<file path="src/logic/lpwk_pkg.sv">
// Notes on behaviour
// confirmed ignition low: alert, sleep 2 s later
// ignition query always shows present pin level
// request-to-send low aborts obd, reports stopped
// rx low at least 128 us wakes
// host sends slow space, at-sign or break
// obd active level in sleep starts wake
// obd wake armed only after all quiet
// ignition low then high wakes and resets
// ignition wake ignores bit 2; bit 1 delay
// any stable level change counts as ignition
// user settings survive wake unchanged
// protocol kept but closed; baud kept
// uart lines idle high, same baud
// busy high while processing, low when ready
// host samples busy, may pull request low
// after busy falls, wait for command indefinitely
// unused request-to-send held high
// sleep: outputs off, volt select low, busy inverted
// ignition sleep needs config b7 and b2
// debounce and wake delays are build constants
`default_nettype none
package lpwk_pkg;
	// ------------------------------------------------------------
	// timing
	// ------------------------------------------------------------
	localparam int unsigned CLK_HZ = 20_000_000;
	localparam int unsigned ALERT_TO_SLEEP_MS = 2000;
	localparam int unsigned ALERT_TO_SLEEP_CYC = CLK_HZ / 1000 * ALERT_TO_SLEEP_MS;
	localparam int unsigned RX_WAKE_US = 128;
	localparam int unsigned RX_WAKE_CYC = (CLK_HZ / 1_000_000) * RX_WAKE_US;
	localparam int unsigned IGN_DEBOUNCE_MS = 50;
	localparam int unsigned IGN_DEBOUNCE_CYC = CLK_HZ / 1000 * IGN_DEBOUNCE_MS;
	localparam int unsigned WAKE_SHORT_MS = 1000;
	localparam int unsigned WAKE_SHORT_CYC = CLK_HZ / 1000 * WAKE_SHORT_MS;
	localparam int unsigned WAKE_LONG_MS = 5000;
	localparam int unsigned WAKE_LONG_CYC = CLK_HZ / 1000 * WAKE_LONG_MS;
	// ------------------------------------------------------------
	// power_config_byte fields
	// ------------------------------------------------------------
	localparam int unsigned CFG_MASTER_BIT = 7;
	localparam int unsigned CFG_IGN_EN_BIT = 2;
	localparam int unsigned CFG_WAKE_DLY_BIT = 1;
	localparam logic [7:0] CFG_RESET = 8'h80;
	typedef enum {
		LPWK_RUN,
		LPWK_ALERT,
		LPWK_SLEEP,
		LPWK_WAKE
	} lpwk_state_e;
endpackage : lpwk_pkg
`default_nettype wire

</file>
<file path="src/logic/lpwk_ctrl.sv">
`default_nettype none
module lpwk_ctrl
	import lpwk_pkg::*;
#(
	parameter int unsigned OBD_N = 4,
	parameter int unsigned SLEEP_CYC = ALERT_TO_SLEEP_CYC,
	parameter int unsigned RXW_CYC = RX_WAKE_CYC,
	parameter int unsigned DEB_CYC = IGN_DEBOUNCE_CYC,
	parameter int unsigned WSHORT_CYC = WAKE_SHORT_CYC,
	parameter int unsigned WLONG_CYC = WAKE_LONG_CYC
) (
	input wire logic clock, // 20 mhz system clock
	input wire logic rst, // async reset, high
	input wire logic [7:0] power_config_byte, // power configuration
	input wire logic ignition_monitor_input, // ignition / request pin
	input wire logic rx_pin, // uart receive pin
	input wire logic [OBD_N-1:0] obd_active, // obd inputs, high = active
	input wire logic processing, // core is working
	input wire logic ignition_level_query, // query strobe
	output logic ignition_level, // present pin level
	output logic alert_send, // pulse: send low power alert text
	output logic abort_obd, // pulse: abort obd, report stopped
	output logic low_power, // in sleep
	output logic outputs_off, // drive outputs recessive
	output logic volt_select, // bus voltage select
	output logic busy_pin, // busy output
	output logic protocol_close, // pulse: close protocol on wake
	output logic warm_reset // pulse: reset core, keep settings
);
	// ------------------------------------------------------------
	// input synchronisers
	// ------------------------------------------------------------
	logic ign_s1_q, ign_s2_q, rx_s1_q, rx_s2_q;
	logic [OBD_N-1:0] obd_s1_q, obd_s2_q;
	// pins are asynchronous, two flops each; rx and the request pin reset to their idle high
	always_ff @(posedge clock or posedge rst) begin
		if (rst) begin
			ign_s1_q <= 1'b1;
			ign_s2_q <= 1'b1;
			rx_s1_q <= 1'b1;
			rx_s2_q <= 1'b1;
			obd_s1_q <= '0;
			obd_s2_q <= '0;
		end else begin
			ign_s1_q <= ignition_monitor_input;
			ign_s2_q <= ign_s1_q;
			rx_s1_q <= rx_pin;
			rx_s2_q <= rx_s1_q;
			obd_s1_q <= obd_active;
			obd_s2_q <= obd_s1_q;
		end
	end
	// ------------------------------------------------------------
	// ignition debounce
	// ------------------------------------------------------------
	logic ign_level, ign_changed;
	lpwk_filter #(
		.STABLE_CYC(DEB_CYC),
		.INIT(1'b1)
	) u_ign (
		.clock(clock),
		.rst(rst),
		.raw(ign_s2_q),
		.level(ign_level),
		.changed(ign_changed)
	);
	logic ign_fell, ign_rose;
	assign ign_fell = ign_changed && ign_level;
	assign ign_rose = ign_changed && !ign_level;
	// ------------------------------------------------------------
	// ignition level query
	// ------------------------------------------------------------
	logic ign_query_q;
	// read regardless of config bits
	always_ff @(posedge clock or posedge rst) begin
		if (rst) begin
			ign_query_q <= 1'b1;
		end else if (ignition_level_query) begin
			ign_query_q <= ign_s2_q;
		end
	end
	assign ignition_level = ign_query_q;
	// ------------------------------------------------------------
	// request-to-send abort
	// ------------------------------------------------------------
	logic rts_prev_q;
	always_ff @(posedge clock or posedge rst) begin
		if (rst) begin
			rts_prev_q <= 1'b1;
		end else begin
			rts_prev_q <= ign_s2_q;
		end
	end
	// falling request while busy aborts and reports
	assign abort_obd = rts_prev_q && !ign_s2_q && processing && !low_power;
	// ------------------------------------------------------------
	// state machine
	// ------------------------------------------------------------
	localparam int unsigned TW = $clog2(WLONG_CYC + SLEEP_CYC + 1);
	lpwk_state_e state_q;
	logic [TW-1:0] tmr_q;
	// own width: a long receive count must not be cut to the sequence timer's width
	localparam int unsigned RW = $clog2(RXW_CYC + 1);
	logic [RW-1:0] rx_cnt_q;
	logic obd_armed_q, ign_seen_low_q, rx_wake;
	logic cfg_ign_sleep;
	assign cfg_ign_sleep = power_config_byte[CFG_MASTER_BIT] && power_config_byte[CFG_IGN_EN_BIT];
	// rx low counter; short glitches are ignored
	always_ff @(posedge clock or posedge rst) begin
		if (rst) begin
			rx_cnt_q <= '0;
		end else if (state_q != LPWK_SLEEP || rx_s2_q) begin
			rx_cnt_q <= '0;
		end else if (rx_cnt_q != RW'(RXW_CYC)) begin
			rx_cnt_q <= rx_cnt_q + 1'b1;
		end
	end
	assign rx_wake = (rx_cnt_q == RW'(RXW_CYC));
	// obd wake armed once every input seen quiet in sleep
	always_ff @(posedge clock or posedge rst) begin
		if (rst) begin
			obd_armed_q <= 1'b0;
		end else if (state_q != LPWK_SLEEP) begin
			obd_armed_q <= 1'b0;
		end else if (obd_s2_q == '0) begin
			obd_armed_q <= 1'b1;
		end
	end
	// ignition wake needs low then high, config bit 2 not needed
	always_ff @(posedge clock or posedge rst) begin
		if (rst) begin
			ign_seen_low_q <= 1'b0;
		end else if (state_q != LPWK_SLEEP) begin
			ign_seen_low_q <= 1'b0;
		end else if (!ign_level) begin
			ign_seen_low_q <= 1'b1;
		end
	end
	// main sequence
	always_ff @(posedge clock or posedge rst) begin
		if (rst) begin
			state_q <= LPWK_RUN;
			tmr_q <= '0;
		end else begin
			case (state_q)
				LPWK_RUN: begin
					if (ign_fell && cfg_ign_sleep) begin
						state_q <= LPWK_ALERT;
						tmr_q <= '0;
					end
				end
				LPWK_ALERT: begin
					if (tmr_q == TW'(SLEEP_CYC - 1)) begin
						state_q <= LPWK_SLEEP;
						tmr_q <= '0;
					end else begin
						tmr_q <= tmr_q + 1'b1;
					end
				end
				LPWK_SLEEP: begin
					if (rx_wake || (obd_armed_q && obd_s2_q != '0)) begin
						state_q <= LPWK_WAKE;
						tmr_q <= TW'(WSHORT_CYC - 1);
					end else if (ign_seen_low_q && ign_rose) begin
						state_q <= LPWK_WAKE;
						tmr_q <= power_config_byte[CFG_WAKE_DLY_BIT] ? TW'(WLONG_CYC - 1) : TW'(WSHORT_CYC - 1);
					end
				end
				LPWK_WAKE: begin
					if (tmr_q == '0) begin
						state_q <= LPWK_RUN;
					end else begin
						tmr_q <= tmr_q - 1'b1;
					end
				end
				default: begin
					state_q <= LPWK_RUN;
					tmr_q <= '0;
				end
			endcase
		end
	end
	// ------------------------------------------------------------
	// outputs
	// ------------------------------------------------------------
	logic wake_done;
	assign wake_done = (state_q == LPWK_WAKE) && (tmr_q == '0);
	assign alert_send = (state_q == LPWK_RUN) && ign_fell && cfg_ign_sleep;
	// settings live outside; warm reset keeps them, protocol only closed
	assign warm_reset = wake_done;
	assign protocol_close = wake_done;
	logic lp_q, busy_q;
	always_ff @(posedge clock or posedge rst) begin
		if (rst) begin
			lp_q <= 1'b0;
		end else begin
			lp_q <= (state_q == LPWK_SLEEP) || (state_q == LPWK_WAKE && tmr_q != '0);
		end
	end
	// busy follows processing, no self-raise; inverted in sleep
	always_ff @(posedge clock or posedge rst) begin
		if (rst) begin
			busy_q <= 1'b1;
		end else begin
			busy_q <= lp_q ? !processing : processing;
		end
	end
	assign low_power = lp_q;
	assign outputs_off = lp_q;
	assign volt_select = 1'b0; // held low; select drive belongs to the protocol engine, low in sleep
	assign busy_pin = busy_q;
	// ------------------------------------------------------------
	// checks
	// ------------------------------------------------------------
	// helper: cycles spent in alert, counted apart from the sequence timer
	logic [TW-1:0] alert_age_q;
	always_ff @(posedge clock or posedge rst) begin
		if (rst) begin
			alert_age_q <= '0;
		end else if (state_q == LPWK_ALERT) begin
			alert_age_q <= alert_age_q + 1'b1;
		end else begin
			alert_age_q <= '0;
		end
	end
	a_alert_to_sleep: assert property (@(posedge clock) disable iff (rst)
		state_q == LPWK_ALERT && alert_age_q == TW'(SLEEP_CYC - 1) |=> state_q == LPWK_SLEEP)
		else $error("sleep not entered after alert delay");
	a_alert_hold: assert property (@(posedge clock) disable iff (rst)
		state_q == LPWK_ALERT && alert_age_q != TW'(SLEEP_CYC - 1) |=> state_q == LPWK_ALERT)
		else $error("alert left before its delay");
	a_alert_gated: assert property (@(posedge clock) disable iff (rst)
		alert_send |-> cfg_ign_sleep)
		else $error("alert without enable bits");
	a_lp_outputs: assert property (@(posedge clock) disable iff (rst)
		low_power |-> outputs_off && !volt_select)
		else $error("outputs not off in sleep");
	a_obd_unarmed: assert property (@(posedge clock) disable iff (rst)
		state_q == LPWK_SLEEP && !obd_armed_q && !rx_wake && !ign_rose |=> state_q == LPWK_SLEEP)
		else $error("wake before obd quiet");
	a_rx_wake: assert property (@(posedge clock) disable iff (rst)
		rx_wake && state_q == LPWK_SLEEP |=> state_q == LPWK_WAKE)
		else $error("rx pulse did not wake");
	a_abort_cause: assert property (@(posedge clock) disable iff (rst)
		abort_obd |-> $past(ign_s2_q) && !ign_s2_q)
		else $error("abort without request fall");
	a_busy_follow: assert property (@(posedge clock) disable iff (rst)
		!$past(rst) && !lp_q && !$past(lp_q) |-> busy_pin == $past(processing))
		else $error("busy does not follow processing");
	a_busy_sleep: assert property (@(posedge clock) disable iff (rst)
		lp_q && $past(lp_q) |-> busy_pin == !$past(processing))
		else $error("busy not inverted in sleep");
	a_wake_close: assert property (@(posedge clock) disable iff (rst)
		warm_reset |-> protocol_close ##1 (state_q == LPWK_RUN && !low_power))
		else $error("wake without protocol close");
endmodule : lpwk_ctrl
`default_nettype wire

</file>
<file path="src/logic/lpwk_filter.sv">
`default_nettype none
module lpwk_filter
	import lpwk_pkg::*;
#(
	parameter int unsigned STABLE_CYC = 4,
	parameter bit INIT = 1'b1
) (
	input wire logic clock, // system clock
	input wire logic rst, // async reset
	input wire logic raw, // synchronised level
	output logic level, // debounced level
	output logic changed // one-cycle pulse on change
);
	localparam int unsigned CW = $clog2(STABLE_CYC + 1);
	logic [CW-1:0] cnt_q;
	logic level_q;
	// ------------------------------------------------------------
	// stability counter
	// ------------------------------------------------------------
	// any level change counts, whatever drives the pin
	always_ff @(posedge clock or posedge rst) begin
		if (rst) begin
			cnt_q <= '0;
			level_q <= INIT;
		end else if (raw == level_q) begin
			cnt_q <= '0;
		end else if (cnt_q == CW'(STABLE_CYC - 1)) begin
			cnt_q <= '0;
			level_q <= raw;
		end else begin
			cnt_q <= cnt_q + 1'b1;
		end
	end
	assign level = level_q;
	assign changed = (raw != level_q) && (cnt_q == CW'(STABLE_CYC - 1));
endmodule : lpwk_filter
`default_nettype wire

</file>
<file path="config.mk">
export PLATFORM = sky130hd
export DESIGN_NAME = lpwk_ctrl
export DESIGN_NICKNAME = d
export VERILOG_FILES = /design/src/logic/lpwk_pkg.sv /design/src/logic/lpwk_ctrl.sv /design/src/logic/lpwk_filter.sv
export SDC_FILE = /design/constraint.sdc
export NUM_CORES = 1
export LEC_CHECK = 0
export ABC_AREA = 1
export BUFFER_PORTS_ARGS = -buffer_cell sky130_fd_sc_hd__buf_2
export CAP_MARGIN = 30
export CELL_PAD_IN_SITES_DETAIL_PLACEMENT = 0
export CELL_PAD_IN_SITES_GLOBAL_PLACEMENT = 2
export CORE_MARGIN = 2
export CORE_UTILIZATION = 34
export CTS_BUF_LIST = sky130_fd_sc_hd__clkbuf_8 sky130_fd_sc_hd__clkbuf_16
export DETAILED_ROUTE_END_ITERATION = 8
export PLACE_DENSITY = 0.89
export SLEW_MARGIN = 20
export SYNTH_ARGS = -nofsm -noshare
export SYNTH_HDL_FRONTEND = slang
export SYNTH_SLANG_ARGS = --single-unit
export TNS_END_PERCENT = 5
</file>
<file path="constraint.sdc">
create_clock -name clock -period 3.5 [get_ports clock]
set_clock_uncertainty 0.2 [all_clocks]
set_input_delay 0.525 -clock clock [delete_from_list [all_inputs] [get_ports clock]]
set_output_delay 0.525 -clock clock [all_outputs]
set_load 0.02 [all_outputs]
</file>
# Yosys cells after proc, flatten, opt, wreduce, memory -nomap -nowiden
# Cells that the tools add are included.
word_totals:
  regBits: 111
  input_bits: 18
  word_cells: 94
classes:
  addsub: 4
  n_eq_ne: 18
  mux: 22
  bitwise: 1
  reduce_logical: 32
op_table:
  columns: ["cell", "count"]
  rows:
  - ["$mux 32", 5]
  - ["$mux 28", 5]
  - ["$pmux 32 s4", 1]
  - ["$pmux 28 s4", 1]
  - ["$eq 32x2->1 const B", 2]
  - ["$eq 32x3->1 const B", 2]
  - ["$logic_not 32->1", 2]
  - ["$mux 20", 2]
  - ["$eq 32x1->1 const B", 1]
  - ["$ne 32x3->1 const B", 1]
  - ["$add 28x1->28 const B", 1]
  - ["$eq 28x26->1 const B", 1]
  - ["$logic_not 28->1", 1]
  - ["$reduce_bool 28->1", 1]
  - ["$sub 28x1->28 const B", 1]
  - ["$mux 27", 1]
  - ["$mux 12", 2]
  - ["$add 20x1->20 const B", 1]
  - ["$eq 20x20->1 const B", 1]
  - ["$logic_and 1x1->1", 14]
  - ["$add 12x1->12 const B", 1]
  - ["$eq 12x12->1 const B", 1]
  - ["$ne 12x12->1 const B", 1]
  - ["$ne 2x2->1 const B", 5]
  - ["13 further kinds", 23]

# Logic depth before layout (Yosys ltp)
# Gate-level depths: netlist of run 1.
logic_depth:
  depth_word: 7
  depth_mapped: 13

# Cells and area by module
# A second synthesis of run 1 with hierarchy kept.
unflattened:
  cells_unflattened: 848
  area_unflattened_um2: 5669.2
modules_own_cells:
  columns: ["module", "instances", "cells_per_inst", "area_per_inst_um2", "seq_area_each_um2"]
  rows:
  - ["lpwk_ctrl", 1, 693, 4464.3, 1510.2]
  - ["lpwk_filter", 1, 155, 1204.9, 526.8]

# Worst setup path after synthesis of run 1
# Ideal clock, no wire load.
synth_path:
  path_type: "reg2out"
  from: "register tmr_q[0]"
  to: "output warm_reset"
  arrival_time_ns: 1.458
  slack_ns: 1.317
  stages_incl_launch_ff: 8
  path_cell_list: "dfrtp_1 -> inv_1 -> ha_1 -> nand2_1 -> nor3_2 -> nand4_1 -> inv_1 -> buf_4"
synth_via:
  elab_chain_cells: 2
synth_lines:
  columns: ["item", "line", "rtl"]
  rows:
  - ["from (decl)", "lpwk_ctrl.sv:101", "logic [TW-1:0] tmr_q;"]
  - ["from (signal assigned)", "lpwk_ctrl.sv:157", "tmr_q <= tmr_q + 1'b1;"]
  - ["from (signal assigned)", "lpwk_ctrl.sv:163", "tmr_q <= TW'(WSHORT_CYC - 1);"]
  - ["from (signal assigned)", "lpwk_ctrl.sv:166", "tmr_q <= power_config_byte[CFG_WAKE_DLY_BIT] ? TW'(WLONG_CYC - 1) : TW'(WSHORT_CYC - 1);"]
  - ["$logic_not 28->1", "lpwk_ctrl.sv:187", "assign wake_done = (state_q == LPWK_WAKE) && (tmr_q == '0);"]
  - ["$logic_and 1x1->1", "lpwk_ctrl.sv:187", null]
  - ["to (decl)", "lpwk_ctrl.sv:28", "output logic warm_reset"]
# No other way between the ends.

# Worst setup path in the final report of run 1
layout_path:
  from: "register tmr_q[23]"
  to: "output warm_reset"
# The elaborated chain is that of the path after synthesis.

==> results.md, run 1 <==
- The flip-flop and latch area is 0.00204 mm2.
- Among all flip-flop cells after synthesis, the most frequent one is sky130_fd_sc_hd__dfrtp_1.
- The number of hold buffers added after cts is 0.
- The starting DRC count in detailed routing is 445.
- The worst setup path is launched from a flop.
- The setup slack on the worst flop-to-flop path is 0.88 ns.
- The number of buffers between clock root and the deepest sink is 2.
- The fraction of layout cells with a size suffix above 1 is 7.02%.
- The share of synthesized flip-flops with an asynchronous set or reset is 100%.
- The placeable core region is about 0.016 mm2.
- In this run the vertical extent of the chip is 133 um.
- The tree is rooted in a sky130_fd_sc_hd__clkbuf_16.
- The post-detailed-route count of antenna-violating nets is 0.
- The effective utilization at floorplan is 34.4%.
- The worst hold slack is around 0.058 ns.
- The count of flip-flops with a built-in enable after synthesis is 0.
- At the end of routability-driven placement, the weighted congestion stood at 0.896.
- The warning count from the yosys run is 0.
- The initialized floorplan defines between 40 and 50 standard-cell rows.
- The share of the Yosys chip area taken by registers is 36.1%.
- The number of nets at the end of the flow is 907.
- The CTS clock-pin slew for the worst setup and hold paths is 0.07 ns.
- The kind of path behind the tightest hold check is input pin to asynchronous set/reset pin.
- The synthesized net count is 906.
- The chip width is 133 um.
- In the final routed layout, each cell accounts on average for 14.6 um.
- In this run the post-CTS setup repair buffer count came out at 0.
- The number of search-and-repair iterations in the first detailed-routing pass is 6.
- Of the post-synthesis cell area, the dominant cell type holds 32.4%.
- The first-pass GRT wire length is 26900 um.
- In this run the mean area of a mapped cell was 6.44 um2.
- The total clock buffers created by CTS is 9.
- CTS saw 81 sinks.
- For this design the top-level I/O count stands at 27.
- Summed over all layers, the routed wires come to 16100 um.
- The total die area is ~0.018 mm2.
- The slew at the pin closest to its max-slew limit is 0.711 ns.
- The via count of the first global-routing pass came to 5124.
- At the worst endpoint, the arrival time is 2.02 ns.
- After legalization and detailed placement, the total HPWL measured roughly 12000 um.
- The number of inserted filler cells in the final layout is 1760.
- The highest clock rate is 364 MHz.
- The number of slew-limit violations in the final report is 0.
- The clock latency on the worst-skew pair is 0.35 ns.
- The power density relative to cell area is between 300 and 400 mW/mm2.
- The static leakage is 2.97 nW.
- 0 antenna diodes ended up in the layout.
- IR analysis of the VDD net gives a maximum drop of 0.000189 V.
- Setup violations remaining at the end of the flow were counted as 0.
- The reg-to-reg critical path startpoint is state_q[0].
- The mapped cell area is 0.00564 mm2.
- The post-detailed-route via-to-cell ratio is 4.86.
- In the final layout, the multi-input gates occupy 0.00310 mm2.
- At the worst endpoint, the required time is 2.77 ns.
- The number of antenna violations at the first check in global routing is 0.
- Ranked by total cell area, the synthesized netlist is headed by sky130_fd_sc_hd__dfrtp_1, sky130_fd_sc_hd__nand2_1, sky130_fd_sc_hd__nor2_1.
- The number of remaining DRC errors is 0.
- For the final routed database, the setup TNS stands at 0 ns.
- The number of input and output port buffers inserted is 20.
- The overall global routing resource usage is 19.2%.
- Measured against its own limit, the worst slew margin works out to approximately 53%.
- The via total after detailed routing is 5359.
- Max-cap violations in this run came to 0.
- The minimum clock period after layout is 2.75 ns.
- The cell type with the highest aggregate area in the netlist is sky130_fd_sc_hd__dfrtp_1.
- Leaving out fill and tap cells, the most frequent cells in the layout are sky130_fd_sc_hd__nand2_1, sky130_fd_sc_hd__nor2_1, sky130_fd_sc_hd__nand3_1.
- The worst setup path is of the flop to output pin kind.
- The most frequent standard cell in the layout excluding fill and tap cells is sky130_fd_sc_hd__nand2_1.
- The total global routing overflow is 0.
- In this run, post-CTS repair resized a total of 0 instances.
- The post-synthesis to final-layout area growth is 10.2%.
- The number of different library cells used by synthesis comes to 40.
- The critical path starts at tmr_q[23].
- Synthesis inferred a little over 80 register bits.
- The H-tree generated during clock tree synthesis spans 3 levels.
- The maximum fanout count along the critical path is 8.
- The number of hold violations in the final report came to 0.
- The largest net degree at the start of global routing is 43.
- The CTS tree is done.
- Setup repair after global routing left no endpoint under its margin.
- The run finished with clean final reports.
- The share of the cycle needed by the critical path after routing is 78.5%.
- The sort of element at the end of the critical path is an output pin.
- Synthesis produced a little under 900 cells.
-- routing by layer --
metal	vias up	part of all wire (%)	global-route usage [%]
met5	-	0	0
met4	0	1.4	4.78
met3	17	4.5	3.26
met2	102	46	31.3
met1	2463	48	26.7
li1	2777	-	-
-- path summary, 6_finish.rpt --
check                              end  cells past startpoint
max                         warm_reset                      6
min                        obd_s1_q[2]                      2
max reg2reg                rx_cnt_q[2]                      9
min in group clock             rx_s1_q                      1
min reg2reg                obd_s2_q[0]                      0
max in group asynchronous      rx_s2_q                      3
-- synth_stat cells (3+ instances only) --
master                     count
sky130_fd_sc_hd__a21oi_1      32
sky130_fd_sc_hd__buf_2        14
sky130_fd_sc_hd__buf_4         5
sky130_fd_sc_hd__clkbuf_1     15
sky130_fd_sc_hd__dfrtp_1      73
sky130_fd_sc_hd__dfstp_2       8
sky130_fd_sc_hd__ha_1         11
sky130_fd_sc_hd__inv_1        84
sky130_fd_sc_hd__nand2_1     280
sky130_fd_sc_hd__nand3_1      92
sky130_fd_sc_hd__nand4_1      16
sky130_fd_sc_hd__nor2_1      151
sky130_fd_sc_hd__nor3_1       15
sky130_fd_sc_hd__nor4_1        3
sky130_fd_sc_hd__o21ai_0      32
sky130_fd_sc_hd__xor2_1       14
-- state kept, by name, indices dropped and copies added, names as in the netlist, 2 cells and up --
signal,flops
obd_s1_q,4
obd_s2_q,4
rx_cnt_q,12
state_q,2
tmr_q,28
u_ign.cnt_q,20
-- power breakdown --
part / leakage (nW) / total, mW / internal (mW) / switching (mW)
sequential: 1.05 / 0.956 / 0.951 / 0.00449
combinational: 1.75 / 0.0495 / 0.0141 / 0.0355
clock: 0.164 / 1.07 / 0.635 / 0.439
-- critical path, cell delays in order, from the launching register on --
cell                      delay [ns]
sky130_fd_sc_hd__dfrtp_1        0.49
sky130_fd_sc_hd__nor2_1         0.21
sky130_fd_sc_hd__nand2_1        0.11
sky130_fd_sc_hd__nor2_1         0.31
sky130_fd_sc_hd__nand4_1        0.24
sky130_fd_sc_hd__inv_1          0.14
sky130_fd_sc_hd__buf_2          0.17
-- cell type report --
type,instances,share of cell area (%)
sequential,81,32.8
multi-input combinational,674,49.8
tap,220,4.43
timing repair buffer,26,2.54
clock inverter,7,1.63
inverter,86,5.21
clock buffer,9,3.62
-- cells by family after synthesis --
kind of cell,count (synthesis),share of synthesized area [%]
XOR/XNOR,16,2.48
other,1,0.0664
buffers and inverters,122,9.02
AND/OR/NAND/NOR,571,42.7
flip-flops,81,36.1
multiplexers,1,0.199
adder cells (fa/ha/maj),11,2.44
AO/OA/AOI/OAI,74,6.96
-- per-stage QoR --
| stage | instances | util [%] | total power [mW] | cell area [um2] | setup slack [ns] |
|---|---|---|---|---|---|
| finish | 1103 | 37.9 | 2.08 | 6220 | 0.752 |
| detailed placement | 1087 | 35.9 | 1.03 | 5890 | 0.878 |
| CTS | 1103 | 37.9 | 2.12 | 6220 | 0.755 |
| global placement | 1087 | 35.9 | 1.02 | 5890 | 0.842 |
| global route | 1103 | 37.9 | 2.15 | 6220 | 0.573 |
| floorplan | 877 | - | 1.00 | 5640 | 0.708 |
(Power assumes the default switching activity.)
==> run 2, diff against run 1 <==
--- a/config.mk
+++ b/config.mk
@@ -5,13 +5,13 @@
 export SDC_FILE = /design/constraint.sdc
 export NUM_CORES = 1
 export LEC_CHECK = 0
-export ABC_AREA = 1
+export ABC_AREA = 0
 export BUFFER_PORTS_ARGS = -buffer_cell sky130_fd_sc_hd__buf_2
 export CAP_MARGIN = 30
 export CELL_PAD_IN_SITES_DETAIL_PLACEMENT = 0
 export CELL_PAD_IN_SITES_GLOBAL_PLACEMENT = 2
 export CORE_MARGIN = 2
-export CORE_UTILIZATION = 34
+export CORE_UTILIZATION = 39
 export CTS_BUF_LIST = sky130_fd_sc_hd__clkbuf_8 sky130_fd_sc_hd__clkbuf_16
 export DETAILED_ROUTE_END_ITERATION = 8
 export PLACE_DENSITY = 0.89
==> constraint.sdc (replaced) <==
create_clock -name clock -period 2.62 [get_ports clock]
set_clock_uncertainty 0.2 [all_clocks]
set_input_delay 0.393 -clock clock [delete_from_list [all_inputs] [get_ports clock]]
set_output_delay 0.393 -clock clock [all_outputs]
set_load 0.02 [all_outputs]
==> run 2 against run 1 <==
Net effect:
- the run now ends with negative setup slack left
- largest cell class unchanged
- total power rose by 28%
- critical path depth decreased by 1
- core utilization increased by 10 points
==> results.md, run 2 <==
- The flow ran to the end, but the final reports show violations.
- The checks that failed: negative setup slack.
- Summing the sequential cell areas from Yosys gives 39.7% of the chip area.
- Along the worst path, the maximum fanout reaches 3.
- The wire length on met2 is 6310 um.
- The post-synthesis to final-layout area growth is 19.8%.
- TritonCTS built the clock tree.
- The clock reaches the later pin of the worst-skew pair after approximately 0.35 ns.
- The register with the most flip-flops in the layout has 28 of them.
- The share of synthesized flip-flops with an asynchronous set or reset is between 90% and 100%.
- The via count of the first global-routing pass is 4408.
- The total met3 wirelength after detailed routing is between 500 and 600 um.
- Counting every instance in the synthesized netlist gives 556.
- The worst-case reg-to-reg path depth is 10.
- The most used flip-flop cell after synthesis is sky130_fd_sc_hd__dfrtp_1.
- The share of the cycle needed by the critical path after routing is 103%.
- The worst setup slack after layout is -0.0830 ns.
- After the last flow step, the layout net total stands at 643.
- For this design, the sink count on the clock tree is 81.
- The clock passes through at most 2 buffers.
- The met1 wire length is between 6000 and 7000 um.
- Setup total negative slack on the finished layout was measured at -0.205 ns.
- The post-detailed-route count of antenna-violating nets is 0.
- The largest total area in the synthesized netlist belongs to sky130_fd_sc_hd__dfrtp_1.
- The fraction of synthesized cell area taken by the top area cell type is between 30% and 40%.
- The register bank with the most flops is tmr_q.
- Ranked by total cell area, the synthesized netlist is headed by sky130_fd_sc_hd__dfrtp_1, sky130_fd_sc_hd__xor2_1, sky130_fd_sc_hd__dfstp_2.
- The fraction of layout cells with a size suffix above 1 is 25.7%.
- The per-cell routed wire length is 17.1 um.
- The count of flip-flops with a built-in enable after synthesis is 0.
- The max-capacitance violation count is 0.
- The chip width is 119 um.
- The mapped cell area is 0.00513 mm2.
- Yosys instantiated no cell more often than sky130_fd_sc_hd__dfrtp_1.
- The slew at the pin closest to its max-slew limit is 0.577 ns.
- The core region is 0.0127 mm2.
- Signal routing reaches up to met4.
- For this design the ratio of total power to cell area is 434 mW/mm2.
- The static leakage is 2.72 nW.
- In this run the core area contains 41 standard-cell rows.
- The commonest cells after synthesis are sky130_fd_sc_hd__dfrtp_1, sky130_fd_sc_hd__nor2_1, sky130_fd_sc_hd__nand3_1.
- Using the TritonRoute via totals, the vias-per-cell ratio works out to ~5.6.
- For this run, the number of Yosys warnings is 0.
- The minimum clock period after layout is 2.70 ns.
- The number of antenna cells inserted is 0.
- The largest net degree at the start of global routing is 58.
- The total clock buffers created by CTS is 9.
- Once detailed placement completed, the half-perimeter wirelength came to 9240 um.
- In this run the tightest slew margin relative to its limit is between 60% and 70%.
- The finished cells cover roughly 0.0061 mm2.
- Setup repair after global routing could not meet its margin everywhere.
- The overall global routing resource usage is 19.9%.
- The signal on the critical path passes through nor4_4, nand4_2, or4_4, nor2_8, buf_6.
- The nature of the critical path startpoint is a flop.
- In this run the tool buffered the top-level ports with 20 buffer cells.
- The placed cell area is around 0.0057 mm2.
- The root buffer cell chosen for the clock tree is sky130_fd_sc_hd__clkbuf_16.
- The detailed-route wire length is 13500 um.
- The maximum ir drop on the vdd rail is 0.000332 V.
- The total global routing overflow is 0.
- The average instance in the mapped netlist occupies 9.23 um2.
- The final weighted congestion of routability-driven global placement is 0.884.
- Together, buffers and inverters on the worst path number 1.
- The starting DRC count in detailed routing is approximately 330.
- The number of antenna violations at the first check in global routing came to 0.
- The library cells used most frequently in the layout, excluding fill and tap cells, are sky130_fd_sc_hd__dfrtp_1, sky130_fd_sc_hd__buf_4, sky130_fd_sc_hd__nor2_1.
- The final cell count without fillers is 791.
- The first-pass GRT wire length is 22700 um.
- Before CTS, the worst setup slack after placement is 0.0221 ns.
- The library cell used most frequently in the layout, excluding fill and tap cells, is sky130_fd_sc_hd__dfrtp_1.
- The via total after detailed routing is between 4000 and 5000.
- The initial utilization of the core area, before any placement, comes to 40.3%.
- For this run, design rule violations remaining after detail routing come to 0.
- For this design, the slowest cell found on the critical path is sky130_fd_sc_hd__or4_4.
- The kind of cell adding the most delay to the critical path is simple AND/OR/NAND/NOR gates.
- STA classifies the critical path endpoint as an output pin.
- The largest stage delay on the critical path is 0.55 ns.
- The overall power is 2.67 mW.
- The height of the die is 119 um.
- The synthesized netlist contains 72 unique library cells.
- Clock-pin slew was measured on the worst setup and hold paths at around 0.060 ns.
- Data on the critical path is required at its endpoint by 2.03 ns.
- The highest clock rate is 370 MHz.
- The number of slew-limit violations in the final report is 0.
- The critical path in this run is classified as flop to output pin.
- The number of hold violations in the final report is 0.
- Data arrives at the worst endpoint at between 2 and 2.5 ns.
- The total die area is 0.0141 mm2.
- Pin placement for this block handled 27 I/O pins.
- Along the worst hold path, the cell count comes to 2.
- The synthesized net count is ~600.
- The cell count along the critical path is 5.
- Setup violations remaining at the end of the flow were counted as 8.
- In the final layout, the registers with the most flip-flops are tmr_q (28), u_ign.cnt_q (20), rx_cnt_q (12).
- The deepest level of the CTS H-tree is 3.
- The number of inserted filler cells in the final layout is about 1200.
- The first detailed-routing pass took 5 iterations.
- In this run, placement finished with an instance count of 765.
- The kind of path behind the tightest hold check is input pin to flop.
- Counting flops and latches in the post-synthesis netlist gives 81.
[run 2: cell types whose count changed in the layout (fill, tap and decap cells not counted), sizes merged, moves of 17 or more]
cell,delta
nand2,-251
nor2,-97
inv,-68
nand3,-60
buf,+56
and3,+21
xor2,+17
[run 2: repair_timing]
item / in CTS / in global routing
setup endpoints to repair: 2 / 32
resized for setup: 6 / 8
pin swaps: 4 / 6
setup buffers: 2 / 1
cloned: 0 / 0
hold buffers: 7 / 0
hold endpoints to repair: 28 / 0
[run 2: final cells by class]
| type | count | area (um2) | share of cell area (%) |
|---|---|---|---|
| clock buffer | 10 | 239 | 3.89 |
| tap | 172 | 215 | 3.50 |
| timing repair buffer | 89 | 697 | 11.3 |
| sequential | 81 | 2040 | 33.2 |
| inverter | 19 | 75.1 | 1.22 |
| clock inverter | 6 | 67.6 | 1.10 |
| multi-input combinational | 414 | 2810 | 45.8 |
[run 2: worst register-to-register path: stages (launching register included)]
cell	delay, ns
sky130_fd_sc_hd__dfrtp_1	0.41
sky130_fd_sc_hd__nor4_4	0.34
sky130_fd_sc_hd__nand4_2	0.17
sky130_fd_sc_hd__or4_4	0.55
sky130_fd_sc_hd__nor2_8	0.16
sky130_fd_sc_hd__buf_4	0.17
sky130_fd_sc_hd__nor2_4	0.04
sky130_fd_sc_hd__buf_12	0.16
sky130_fd_sc_hd__nand2_2	0.09
sky130_fd_sc_hd__buf_4	0.16
sky130_fd_sc_hd__o2bb2ai_1	0.08
[run 2: logic make-up after synthesis]
logic type               count (synthesis)  synth area share, %
buffers and inverters                   61                 6.12
other                                    1               0.0731
multiplexers                             3                0.658
flip-flops                              81                 39.7
XOR/XNOR                                44                 7.51
AND/OR/NAND/NOR                        235                 26.0
AO/OA/AOI/OAI                          120                 17.3
adder cells (fa/ha/maj)                 11                 2.68
[run 2: report_power, final]
part,switching [mW],internal (mW)
Combinational,0.0460,0.0264
Sequential,0.00786,1.27
Clock,0.547,0.768
Total,0.601,2.07
[run 2: path summary, 6_finish.rpt]
| kind | startpoint | endpoint | slack, ns |
|---|---|---|---|
| worst max-delay path | tmr_q[12] | warm_reset | -0.08 |
| worst min-delay path | processing | busy_pin | 0.03 |
| worst max register to register | tmr_q[12] | tmr_q[2] | -0.02 |
| worst min register to register | obd_s1_q[3] | obd_s2_q[3] | 0.15 |
| max in group asynchronous | rst | u_ign.level | 1.03 |
| min in group asynchronous | rst | rx_cnt_q[11] | 0.46 |
[run 2: metal layers]
| layer | GRT usage [%] | up-vias |
|---|---|---|
| met4 | 7.14 | 0 |
| li1 | - | 2117 |
| met2 | 31.8 | 115 |
| met3 | 2.80 | 22 |
| met5 | 0 | - |
| met1 | 27.5 | 2206 |
[run 2: stage by stage]
stage | hold slack (ns) | util (%)
after detailed placement | 0.137 | 44.7
after global placement | 0.133 | 44.7
final | 0.0310 | 48.3
after global routing | 0.0265 | 48.3
after floorplan | 0.131 | -
after CTS | 0.0349 | 48.0
